==> config.mk <==
export PLATFORM = sky130hd
export DESIGN_NAME = io_terminal_function_select
export DESIGN_NICKNAME = d
export VERILOG_FILES = /design/src/io_term_pkg.sv /design/src/scan_if.sv /design/src/term_scanner.sv /design/src/io_terminal_function_select.sv
export SDC_FILE = /design/constraint.sdc
export NUM_CORES = 1
export LEC_CHECK = 0
export ABC_CLOCK_PERIOD_IN_PS = 2200
export BUFFER_PORTS_ARGS = -buffer_cell sky130_fd_sc_hd__buf_2
export CORE_UTILIZATION = 40
export DETAILED_ROUTE_END_ITERATION = 8
export PLACE_DENSITY = 0.69
export SLEW_MARGIN = 25
export SYNTH_ARGS = -nofsm -noshare
export SYNTH_HDL_FRONTEND = slang
export SYNTH_SLANG_ARGS = --single-unit
export TNS_END_PERCENT = 10
==> constraint.sdc <==
create_clock -name clk_sys_in -period 2.2 [get_ports clk_sys_in]
set_input_delay 0.11 -clock clk_sys_in [delete_from_list [all_inputs] [get_ports clk_sys_in]]
set_output_delay 0.11 -clock clk_sys_in [all_outputs]
set_load 0.01 [all_outputs]
==> src/io_term_pkg.sv <==
/*
 * constants, field layout, reset values and enumerations for the i/o
 * terminal function select block.
 * assumes a 10 MHz system clock and a plain address/strobe register port.
 */
// Overview of operation
// - digit one 0: keypad stop halts terminal run
// - keypad stop held until fwd/rev open or reference changes
// - digit one 1: keypad stop ignored during terminal run
// - digit two 1 rejects reverse from both sources
// - digit three picks double or single input scanning
// - digits 0/0: analog output follows output frequency
// - digits 1/0: analog output follows drive current
// - digits 0/1: analog output follows voltage reference
// - digits 1/1: analog output follows output power
// - encoder feedback mode ignores the fourth digit
// - stop method from two stop-and-source digits
package io_term_pkg;

    // timing
    localparam int unsigned CLK_HZ         = 10_000_000;  // system clock
    localparam int unsigned SCAN_PERIOD_NS = 2000;        // terminal scan
    localparam int unsigned SCAN_CYCLES    =
        (SCAN_PERIOD_NS * (CLK_HZ / 1_000_000)) / 1000;

    // register port geometry
    localparam int unsigned ADDR_W = 3;
    localparam int unsigned DATA_W = 8;
    localparam int unsigned TERM_N = 8;                   // sequence inputs
    localparam int unsigned PCT_W  = 12;                  // analog scale

    // register offsets
    localparam logic [2:0] OFS_TERM_FUNC = 3'h0;  // terminal_function_param
    localparam logic [2:0] OFS_STOP_SRC  = 3'h1;  // stop_and_source_param
    localparam logic [2:0] OFS_AUX_SEL   = 3'h2;  // auxiliary_selector_param
    localparam logic [2:0] OFS_CTRL_MODE = 3'h3;  // control mode
    localparam logic [2:0] OFS_STATUS    = 3'h4;  // block status
    localparam logic [2:0] OFS_INPUTS    = 3'h5;  // scanned terminals

    // terminal_function_param digit positions
    localparam int unsigned TF_STOP_KEY = 0;      // keypad stop ignore
    localparam int unsigned TF_REV_OFF  = 1;      // reverse prohibited
    localparam int unsigned TF_SCAN_ONE = 2;      // single scan
    localparam int unsigned TF_AOUT     = 3;      // analog item digit
    // stop_and_source_param fields
    localparam int unsigned SS_METHOD_LO = 0;     // stop method, 2 bits
    localparam int unsigned SS_KEYPAD    = 2;     // run from keypad
    // status fields
    localparam int unsigned ST_HELD    = 0;
    localparam int unsigned ST_RUNNING = 1;
    localparam int unsigned ST_REV_REJ = 2;
    localparam int unsigned ST_ITEM_LO = 3;       // analog item, 2 bits

    // terminal assignments
    localparam int unsigned TERM_FWD    = 0;
    localparam int unsigned TERM_REV    = 1;
    localparam int unsigned TERM_REF_LO = 4;      // multi-step / jog
    localparam int unsigned TERM_REF_HI = 7;

    // reset values
    localparam logic [3:0] TF_RESET       = 4'h0;
    localparam logic [2:0] STOP_SRC_RESET = 3'h0;
    localparam logic       AUX_RESET      = 1'b0;

    typedef enum logic [1:0]
    {
        general_purpose_mode = 2'h0,
        sensorless_mode      = 2'h1,
        loop_regulation_mode = 2'h2,
        encoder_feedback_mode = 2'h3
    } ctrl_mode_e;

    typedef enum logic [1:0]
    {
        STOP_RAMP        = 2'h0,
        STOP_COAST       = 2'h1,
        STOP_DC_BRAKE    = 2'h2,
        STOP_COAST_TIMER = 2'h3
    } stop_method_e;

    typedef enum logic [1:0]
    {
        AOUT_FREQ    = 2'h0,
        AOUT_CURRENT = 2'h1,
        AOUT_VOLTAGE = 2'h2,
        AOUT_POWER   = 2'h3
    } aout_item_e;

    typedef enum logic [1:0]
    {
        LATCH_FREE = 2'b01,
        LATCH_HELD = 2'b10
    } latch_state_e;

endpackage : io_term_pkg

==> src/scan_if.sv <==
/*
 * interface joining the controller and the terminal scanner.
 * assumes both ends run on the same system clock.
 */
interface scan_if #(
    parameter int unsigned N = 8
);
    logic         tick;        // one-cycle scan strobe
    logic         double_scan; // 1: two agreeing samples needed
    logic [N-1:0] raw;         // terminal levels
    logic [N-1:0] filt;        // accepted levels

    modport ctrl (output tick, output double_scan, output raw,
                  input filt);
    modport scan (input tick, input double_scan, input raw,
                  output filt);
endinterface : scan_if

==> src/term_scanner.sv <==
/*
 * sequence input scanner: takes a sample on each scan strobe and accepts
 * a new level after one or two agreeing samples.
 * assumes the raw levels are synchronous to clk_in.
 */
module term_scanner
    import io_term_pkg::*;
#(
    parameter int unsigned N = 8
)
(
    // clock and reset
    input  wire logic clk_in,
    input  wire logic rst_b_in,
    // scanner side of the link
    scan_if.scan      sif
);

    logic [N-1:0] prev_q, prev_d;   // last sample taken
    logic [N-1:0] filt_q, filt_d;   // accepted levels

    // next sample and accepted level
    always_comb
    begin
        prev_d = prev_q;
        filt_d = filt_q;
        if (sif.tick)
        begin
            prev_d = sif.raw;
            // disagreeing bits keep their level, agreeing bits take it
            if (sif.double_scan)
                filt_d = (filt_q & (sif.raw ^ prev_q))
                       | (sif.raw & ~(sif.raw ^ prev_q));
            else
                filt_d = sif.raw;
        end
    end

    // state registers
    always_ff @(posedge clk_in or negedge rst_b_in)
    begin
        if (!rst_b_in)
        begin
            prev_q <= '0;
            filt_q <= '0;
        end
        else
        begin
            prev_q <= prev_d;
            filt_q <= filt_d;
        end
    end

    assign sif.filt = filt_q;

    // single scan copies the sample at once
    single_scan_a: assert property (@(posedge clk_in) disable iff (!rst_b_in)
        sif.tick && !sif.double_scan |=> filt_q == $past(sif.raw))
        else $error("single scan did not take the sample");

    // double scan never accepts a lone disagreeing sample
    double_agree_a: assert property (@(posedge clk_in) disable iff (!rst_b_in)
        sif.tick && sif.double_scan && (sif.raw != prev_q)
        |=> ((filt_q ^ $past(filt_q)) & ($past(sif.raw) ^ $past(prev_q)))
            == '0)
        else $error("double scan accepted an unconfirmed level");

endmodule : term_scanner

==> src/io_terminal_function_select.sv <==
/*
 * operation-mode control for the i/o terminal function parameter: keypad
 * stop handling, reverse prohibit, input scan mode and analog item select.
 * assumes synchronous inputs, key_stop_in as a one-cycle press and
 * analog quantities already scaled to their own full scale.
 */
module io_terminal_function_select
    import io_term_pkg::*;
#(
    parameter int unsigned SCAN_DIV = SCAN_CYCLES
)
(
    // clock and reset
    input  wire logic                         clk_sys_in,
    input  wire logic                         rst_b_in,
    // register port
    input  wire logic [io_term_pkg::ADDR_W-1:0] reg_addr_in,
    input  wire logic [io_term_pkg::DATA_W-1:0] reg_wdata_in,
    input  wire logic                         reg_wr_in,
    input  wire logic                         reg_rd_in,
    output logic      [io_term_pkg::DATA_W-1:0] reg_rdata_out,
    // control terminals and keypad
    input  wire logic [io_term_pkg::TERM_N-1:0] term_raw_in,
    input  wire logic                         key_stop_in,
    input  wire logic                         key_run_in,
    input  wire logic                         key_rev_in,
    input  wire logic                         running_in,
    // analog quantities, each relative to its full scale
    input  wire logic [io_term_pkg::PCT_W-1:0]  freq_pct_in,
    input  wire logic [io_term_pkg::PCT_W-1:0]  cur_pct_in,
    input  wire logic [io_term_pkg::PCT_W-1:0]  volt_pct_in,
    input  wire logic [io_term_pkg::PCT_W-1:0]  pow_pct_in,
    // run and stop commands
    output logic                              forward_run_command_out,
    output logic                              reverse_run_command_out,
    output logic                              stop_req_out,
    output io_term_pkg::stop_method_e         stop_method_out,
    output logic                              stop_blink_out,
    output logic                              rev_reject_out,
    // analog output
    output io_term_pkg::aout_item_e           aout_item_out,
    output logic      [io_term_pkg::PCT_W-1:0]  aout_level_out,
    // accepted terminal levels
    output logic      [io_term_pkg::TERM_N-1:0] term_filt_out
);

    import io_term_pkg::*;

    // refuse a divider the counter cannot hold
    if (SCAN_DIV < 1 || SCAN_DIV > 65535)
    begin : g_bad_div
        $error("SCAN_DIV out of range");
    end

    // reset release through two flip-flops
    logic rst_m_q;                  // first stage
    logic rst_s_q;                  // synchronised reset, active low

    always_ff @(posedge clk_sys_in or negedge rst_b_in)
    begin
        if (!rst_b_in)
        begin
            rst_m_q <= 1'b0;
            rst_s_q <= 1'b0;
        end
        else
        begin
            rst_m_q <= 1'b1;
            rst_s_q <= rst_m_q;
        end
    end

    // analog item from the fourth digit and the auxiliary digit
    function automatic aout_item_e pick_item(input logic dig4,
                                             input logic aux,
                                             input ctrl_mode_e mode);
        logic d;
        d = (mode == encoder_feedback_mode) ? 1'b0 : dig4;
        pick_item = aout_item_e'({aux, d});
    endfunction : pick_item

    // registers and control state
    logic [3:0]   tf_q, tf_d;          // terminal_function_param
    logic [2:0]   ss_q, ss_d;          // stop_and_source_param
    logic         aux_q, aux_d;        // auxiliary_selector_param
    ctrl_mode_e   mode_q, mode_d;      // control mode
    latch_state_e lat_q, lat_d;        // keypad stop latch
    logic [3:0]   ref_q, ref_d;        // last reference selection
    logic [15:0]  div_q, div_d;        // scan strobe divider
    logic [DATA_W-1:0] rdata_q, rdata_d;
    logic         fwd_q, fwd_d;
    logic         rev_q, rev_d;
    logic         rej_q, rej_d;
    aout_item_e   item_q, item_d;
    logic [PCT_W-1:0] lvl_q, lvl_d;

    // scanner link
    scan_if #(.N(TERM_N)) sif ();

    logic [TERM_N-1:0] filt;           // accepted terminal levels
    logic         tick;                // scan strobe
    logic         term_src;            // running from terminals
    logic         stop_take;           // keypad stop accepted
    logic         release_cond;        // latch may release
    logic         want_rev;            // reverse requested
    logic         want_fwd;            // forward requested
    logic         wr_ok;               // write permitted

    assign tick            = (div_q == 16'(SCAN_DIV - 1));
    assign sif.tick        = tick;
    assign sif.double_scan = ~tf_q[TF_SCAN_ONE];
    assign sif.raw         = term_raw_in;
    assign filt            = sif.filt;

    term_scanner #(.N(TERM_N)) u_scan
    (
        .clk_in   (clk_sys_in),
        .rst_b_in (rst_s_q),
        .sif      (sif)
    );

    // command path decode
    always_comb
    begin
        term_src  = ~ss_q[SS_KEYPAD];
        stop_take = key_stop_in && term_src && running_in
                  && !tf_q[TF_STOP_KEY];
        release_cond = (!filt[TERM_FWD] && !filt[TERM_REV])
                     || (filt[TERM_REF_HI:TERM_REF_LO] != ref_q);
        if (term_src)
        begin
            want_fwd = filt[TERM_FWD];
            want_rev = filt[TERM_REV] && !filt[TERM_FWD];
        end
        else
        begin
            want_fwd = key_run_in && !key_rev_in;
            want_rev = key_run_in && key_rev_in;
        end
        wr_ok = reg_wr_in && !running_in;
    end

    // next register values and command state
    always_comb
    begin
        tf_d    = tf_q;
        ss_d    = ss_q;
        aux_d   = aux_q;
        mode_d  = mode_q;
        lat_d   = lat_q;
        rdata_d = '0;
        ref_d   = filt[TERM_REF_HI:TERM_REF_LO];
        div_d   = tick ? 16'h0000 : div_q + 16'h0001;
        // register writes, only while stopped
        if (wr_ok)
        begin
            if (reg_addr_in == OFS_TERM_FUNC)
                tf_d = reg_wdata_in[3:0];
            else if (reg_addr_in == OFS_STOP_SRC)
                ss_d = reg_wdata_in[2:0];
            else if (reg_addr_in == OFS_AUX_SEL)
                aux_d = reg_wdata_in[0];
            else if (reg_addr_in == OFS_CTRL_MODE)
                mode_d = ctrl_mode_e'(reg_wdata_in[1:0]);
        end
        // register reads, answered next cycle
        if (reg_rd_in)
        begin
            if (reg_addr_in == OFS_TERM_FUNC)
                rdata_d = {4'h0, tf_q};
            else if (reg_addr_in == OFS_STOP_SRC)
                rdata_d = {5'h00, ss_q};
            else if (reg_addr_in == OFS_AUX_SEL)
                rdata_d = {7'h00, aux_q};
            else if (reg_addr_in == OFS_CTRL_MODE)
                rdata_d = {6'h00, mode_q};
            else if (reg_addr_in == OFS_STATUS)
                rdata_d = {3'h0, item_q, rej_q, running_in,
                           lat_q == LATCH_HELD};
            else if (reg_addr_in == OFS_INPUTS)
                rdata_d = filt;
            else
                rdata_d = '0;                               // unmapped
        end
        // keypad stop latch; a new stop wins over release
        case (lat_q)
            LATCH_FREE:
                if (stop_take)
                    lat_d = LATCH_HELD;
            LATCH_HELD:
                if (!stop_take && release_cond)
                    lat_d = LATCH_FREE;
            default:
                lat_d = LATCH_FREE;
        endcase
        // effective run commands
        fwd_d = want_fwd && (lat_d == LATCH_FREE);
        rev_d = want_rev && (lat_d == LATCH_FREE)
              && !tf_q[TF_REV_OFF];
        rej_d = want_rev && tf_q[TF_REV_OFF];
        // analog item and level
        item_d = pick_item(tf_q[TF_AOUT], aux_q, mode_q);
        case (item_d)
            AOUT_FREQ:    lvl_d = freq_pct_in;
            AOUT_CURRENT: lvl_d = cur_pct_in;
            AOUT_VOLTAGE: lvl_d = volt_pct_in;
            AOUT_POWER:   lvl_d = pow_pct_in;
            default:      lvl_d = freq_pct_in;
        endcase
    end

    // state registers
    always_ff @(posedge clk_sys_in or negedge rst_s_q)
    begin
        if (!rst_s_q)
        begin
            tf_q    <= TF_RESET;
            ss_q    <= STOP_SRC_RESET;
            aux_q   <= AUX_RESET;
            mode_q  <= general_purpose_mode;
            lat_q   <= LATCH_FREE;
            ref_q   <= '0;
            div_q   <= '0;
            rdata_q <= '0;
            fwd_q   <= 1'b0;
            rev_q   <= 1'b0;
            rej_q   <= 1'b0;
            item_q  <= AOUT_FREQ;
            lvl_q   <= '0;
        end
        else
        begin
            tf_q    <= tf_d;
            ss_q    <= ss_d;
            aux_q   <= aux_d;
            mode_q  <= mode_d;
            lat_q   <= lat_d;
            ref_q   <= ref_d;
            div_q   <= div_d;
            rdata_q <= rdata_d;
            fwd_q   <= fwd_d;
            rev_q   <= rev_d;
            rej_q   <= rej_d;
            item_q  <= item_d;
            lvl_q   <= lvl_d;
        end
    end

    // outputs
    assign reg_rdata_out           = rdata_q;
    assign forward_run_command_out = fwd_q;
    assign reverse_run_command_out = rev_q;
    assign stop_req_out            = !(fwd_q || rev_q);
    assign stop_method_out         =
        stop_method_e'(ss_q[SS_METHOD_LO +: 2]);
    assign stop_blink_out          = (lat_q == LATCH_HELD);
    assign rev_reject_out          = rej_q;
    assign aout_item_out           = item_q;
    assign aout_level_out          = lvl_q;
    assign term_filt_out           = filt;

    // accepted keypad stop holds the drive stopped
    stop_key_a: assert property (@(posedge clk_sys_in) disable iff (!rst_s_q)
        stop_take |=> stop_blink_out && !forward_run_command_out
                      && !reverse_run_command_out)
        else $error("keypad stop did not stop the drive");

    // ignored keypad stop leaves the latch alone
    stop_ignore_a: assert property (@(posedge clk_sys_in) disable iff (!rst_s_q)
        tf_q[TF_STOP_KEY] && lat_q == LATCH_FREE |=> lat_q == LATCH_FREE)
        else $error("keypad stop taken while disabled");

    // latch holds until a release condition
    latch_hold_a: assert property (@(posedge clk_sys_in) disable iff (!rst_s_q)
        lat_q == LATCH_HELD && !release_cond |=> lat_q == LATCH_HELD)
        else $error("stop latch released early");

    // prohibited reverse never reaches the output
    rev_block_a: assert property (@(posedge clk_sys_in) disable iff (!rst_s_q)
        tf_q[TF_REV_OFF] && want_rev |=> rev_reject_out
                                         && !reverse_run_command_out)
        else $error("reverse run not rejected");

    // scan mode follows the third digit
    scan_mode_a: assert property (@(posedge clk_sys_in) disable iff (!rst_s_q)
        sif.double_scan == !tf_q[TF_SCAN_ONE])
        else $error("scan mode does not follow the digit");

    // analog level tracks the chosen quantity
    aout_freq_a: assert property (@(posedge clk_sys_in) disable iff (!rst_s_q)
        !aux_q && (!tf_q[TF_AOUT] || mode_q == encoder_feedback_mode)
        |=> aout_item_out == AOUT_FREQ && aout_level_out == $past(freq_pct_in))
        else $error("analog output not frequency");

    aout_cur_a: assert property (@(posedge clk_sys_in) disable iff (!rst_s_q)
        !aux_q && tf_q[TF_AOUT] && mode_q != encoder_feedback_mode
        |=> aout_level_out == $past(cur_pct_in))
        else $error("analog output not current");

    aout_pow_a: assert property (@(posedge clk_sys_in) disable iff (!rst_s_q)
        aux_q && tf_q[TF_AOUT] && mode_q != encoder_feedback_mode
        |=> aout_level_out == $past(pow_pct_in))
        else $error("analog output not power");

    // writes refused while running
    run_lock_a: assert property (@(posedge clk_sys_in) disable iff (!rst_s_q)
        reg_wr_in && running_in |=> $stable(tf_q) && $stable(ss_q))
        else $error("parameter changed while running");

endmodule : io_terminal_function_select

After elaboration in Yosys (flattened, before gate mapping). Index checks and enable logic that the tools add are counted.

$add $sub $neg: 1. Eq/ne operators: 14. Multiplexer cells: 16. Bitwise logic cells: 9. Reductions and logical operators: 29.

Operators by type and width (count): $mux W8 (8); $pmux W12 S4 (1); $add A16 B1 Y16 const B (1); $and A8 B8 Y8 (2); $eq A16 B5 Y1 const B (1); $mux W16 (1); $logic_and A1 B1 Y1 (13); $eq A2 B2 Y1 const B (4); $logic_not A1 Y1 (8); $not A8 Y8 (1); $or A8 B8 Y8 (1); $xor A8 B8 Y8 (1); $eq A2 B1 Y1 const B (3); $eq A3 B2 Y1 const B (2); $eq A3 B3 Y1 const B (2); $reduce_and A5 Y1 (1); $mux W2 (2); $ne A4 B4 Y1 (1); $not A1 Y1 (4); $pmux W2 S2 (1); $reduce_and A4 Y1 (1); $eq A3 B1 Y1 const B (1); $logic_not A3 Y1 (1); $mux W1 (3); other kinds (4) (5).

Register bits: 75. Bits of input ports: 75. Output and inout port bits: 37. Logic and storage cells: 86.

Longest topological paths before layout.
Depth after elaboration: 11. Gate-level depth with buffers: 7. Mapped depth without buffers: 6.

Modules after synthesis. Synthesis repeated with hierarchy kept, for this count alone.

Cell total of the unflattened synthesis: 293. Area total of the unflattened synthesis: 3555.9 sq um.

Modules (own cells, without submodules): io_terminal_function_select (times used 1, cells each 217, area each 2790.2 sq um, sequential area each 1477.7 sq um); term_scanner (times used 1, cells each 76, area each 765.7 sq um, sequential area each 400.4 sq um).

Worst setup path before layout. OpenSTA, ideal clock, no wires.

Path type: register to register. Start: reg div_q[0]. End: reg (tool-made name). Library setup time: 122 ps. Arrival time: 1498 ps. Required time: 2078 ps. Path slack: 580 ps. Stages on the path, launching flop included: 7. Buffers on the path: 1. Clock period less this slack: 1620 ps. Cells stage by stage: dfrtp_1 > ha_1 > nor4b_2 > nand4_2 > buf_2 > a21oi_1 > o21ai_2.

RTL lines: start, declared (line io_terminal_function_select.sv:89) `logic [15:0] div_q, div_d;`; start signal, assigned (line io_terminal_function_select.sv:239) `div_q <= div_d;`.

==> metrics.cfg <==
[synth]
yosys.area.top_type=dfrtp_1
synth_warnings=0
postSynthCellCount=279
syn_avg_cell_area_um2=12.4
seq_area_frac_synth=0.545
syn_nets=357
synth.distinct_cells=45
ys_seq_elements=75
ys.flop_type=dfrtp_1
synth_edf_count=0
synth_top_area_share=0.537
synth_area_um2=3450
synth_area_leaders=dfrtp_1, mux4_2, mux2_2
async_flop_share=1.00

[sta]
rsz0062_at_grt=false
finalCritPeriodShare=0.868
report.final.slew_viol_count=0
finalSetupViolCount=0
max_clock_freq_ghz=0.523
slew_headroom=0.600
tightest_slew_ns=0.600
clock_skew_ns=0.0144
setup_tns_ns=0
finalHoldViolCount=0
post-route-min-period_ns=1.91

[place]
place_congestion=0.827
io_buffers=107
hpwl_um=5380

[finish]
fill_cells=735
diodes=0
layout_commonest_cell=buf_2
nets=471
final_cell_mix=buf_2, dfrtp_1, nor2_1, mux4_2, nand2_1
utilization=0.524
synthToLayoutAreaGrowth_pct=26.0
drive_above_1_share=0.417
ff_latch_area_um2=1880
multi_input_area_um2=1480

[clocking]
insertion_delay_ns=0.34
clk_pin_slew_worst_paths_ns=0.08
cts_setup_buffers=0
cts_tree=yes
numCtsBuffers=9
clock-sinks=75
cts-resized-gates=0
cts-root-buf=clkbuf_8
clk_path_buf_depth=2
htreeDepth=3

[power]
power_frac_clock=0.304
power.switching_mw=1.10
leakage_nw=2.14
ir_drop_mv=0.334
switching_share=0.289
p_int_mw=2.71
sequentialPowerShare=0.471
powerDensity_nw_per_um2=877
p_comb_frac=0.225

[critical_path]
reg2reg_setup_slack_ns=0.29
reg2reg_depth=6
reg2reg_from=div_q[0]$_DFF_PN0_
cp_max_fo=9
path_class=flop to flop
crit_arrival_ns=2.17
worst_setup_path_end_kind=flop
cp.required_ns=2.46
startpoint=div_q[0]$_DFF_PN0_
startpoint_type=flop

[flow_run]
maxCapViolCount=0

[floorplan]
die_h_um=94.9
die_w_um=94.9
rows=33
dieArea_um2=9000
start_util=0.415
core-area_um2=8300
ios=112

[hold_path]
holdCritPathClass=primary input to flop
hold_depth=2

[global_routing]
grt_pass1_wl_um=11900
antenna_found_initial=0
grt_pass1_vias=2524
grt_max_degree=60
grt.total_usage=0.176
gr-total-overflow=0

[status]
status=complete, no violations

[drt]
ant_nets=0
wl_per_cell_um=14.5
routed_wl_um=7310
vias=2591
viasPerCell=5.15
drtIter0Drc=86
drc_errors=0
drtPass1Iterations=4

layout make-up:
| class | count | area share |
|---|---|---|
| sequential | 75 | 0.432 |
| multi-input combinational | 186 | 0.341 |
| timing repair buffer | 114 | 0.140 |
| clock buffer | 11 | 0.0325 |
| tap | 105 | 0.0302 |
| clock inverter | 5 | 0.0179 |
| inverter | 7 | 0.00605 |
cell families after synthesis:
group / Yosys count / share of synthesized area
compound gates: 46 / 0.0849
xor+xnor: 18 / 0.0457
fa+ha+maj: 3 / 0.0109
buf+inv: 18 / 0.0258
flops: 75 / 0.545
mux: 27 / 0.130
other cells: 1 / 0.00109
simple gates: 91 / 0.157
power by group through the flow:
stage          clock network [mW]  registers (mW)  logic [mW]
3_5_place_dp                    0            1.82       0.866
5_1_grt                      1.25            1.83       0.947
3_3_place_gp                    0            1.81       0.842
2_1_floorplan                   0            1.83       0.518
6_report                     1.16            1.80       0.858
4_1_cts                      1.19            1.80       0.872
worst min-delay path by stage:
stage | from | endpoint | slack [ns]
2_1_floorplan | rst_b_in | rst_m_q$_DFF_PN0_ | -0.19
6_report | reg_wdata_in[2] | tf_q[2]$_DFFE_PN0P_ | 0.02
3_5_place_dp | rst_b_in | rst_m_q$_DFF_PN0_ | -0.10
3_3_place_gp | rst_b_in | rst_m_q$_DFF_PN0_ | -0.10
4_1_cts | reg_wdata_in[2] | tf_q[2]$_DFFE_PN0P_ | 0.007
5_1_grt | reg_wdata_in[2] | tf_q[2]$_DFFE_PN0P_ | 0.01
routing by layer:
layer  GRT usage  wire, um
met1       0.225      3340
met2       0.291      3490
met3      0.0386       379
met4      0.0720       100
met5           0         0
worst max-delay path, cell delays in order (launching register included):
cell and delay [ns]:
dfrtp_1 0.41, ha_1 0.27, nor4b_2 0.28, and4_1 0.45
and2_1 0.23, a21oi_1 0.05, o21ai_0 0.14
through the flow:
step / setup slack [ns] / instance area (um2) / cells / power (mW) / hold WS, ns
after floorplan: 0.580 / 3450 / 279 / 2.35 / -0.186
after global placement: 0.331 / 4100 / 484 / 2.65 / -0.104
after detailed placement: 0.283 / 4100 / 484 / 2.69 / -0.103
after CTS: 0.244 / 4350 / 503 / 3.86 / 0.00671
after global routing: 0.105 / 4350 / 503 / 4.03 / 0.0131
final: 0.290 / 4350 / 503 / 3.81 / 0.0224
timing repair:
item	4_1_cts	5_1_grt
hold endpoints to repair	4	0
setup endpoints to repair	0	0
hold buffers	3	0
synth_stat cells (2+ instances only):
| cell type | instances |
|---|---|
| inv_1 | 7 |
| nand2_1 | 12 |
| mux4_2 | 13 |
| nor4bb_1 | 2 |
| and3_1 | 6 |
| and4_1 | 3 |
| buf_4 | 3 |
| and2_1 | 8 |
| and2_4 | 5 |
| o21ai_1 | 5 |
| mux2i_1 | 3 |
| xnor2_1 | 11 |
| nand4_1 | 3 |
| nor2b_1 | 11 |
| ha_1 | 3 |
| a211oi_1 | 3 |
| buf_2 | 2 |
| o211ai_1 | 2 |
| nor3_1 | 4 |
| o21ai_0 | 10 |
| nor2_1 | 22 |
| nand3_1 | 7 |
| xor2_1 | 7 |
| nor4b_2 | 2 |
| o22ai_1 | 2 |
| a21oi_1 | 11 |
| clkbuf_1 | 5 |
| mux2_2 | 11 |
| dfrtp_1 | 74 |
| a21o_1 | 7 |
Power figures use the tool's default switching activity.
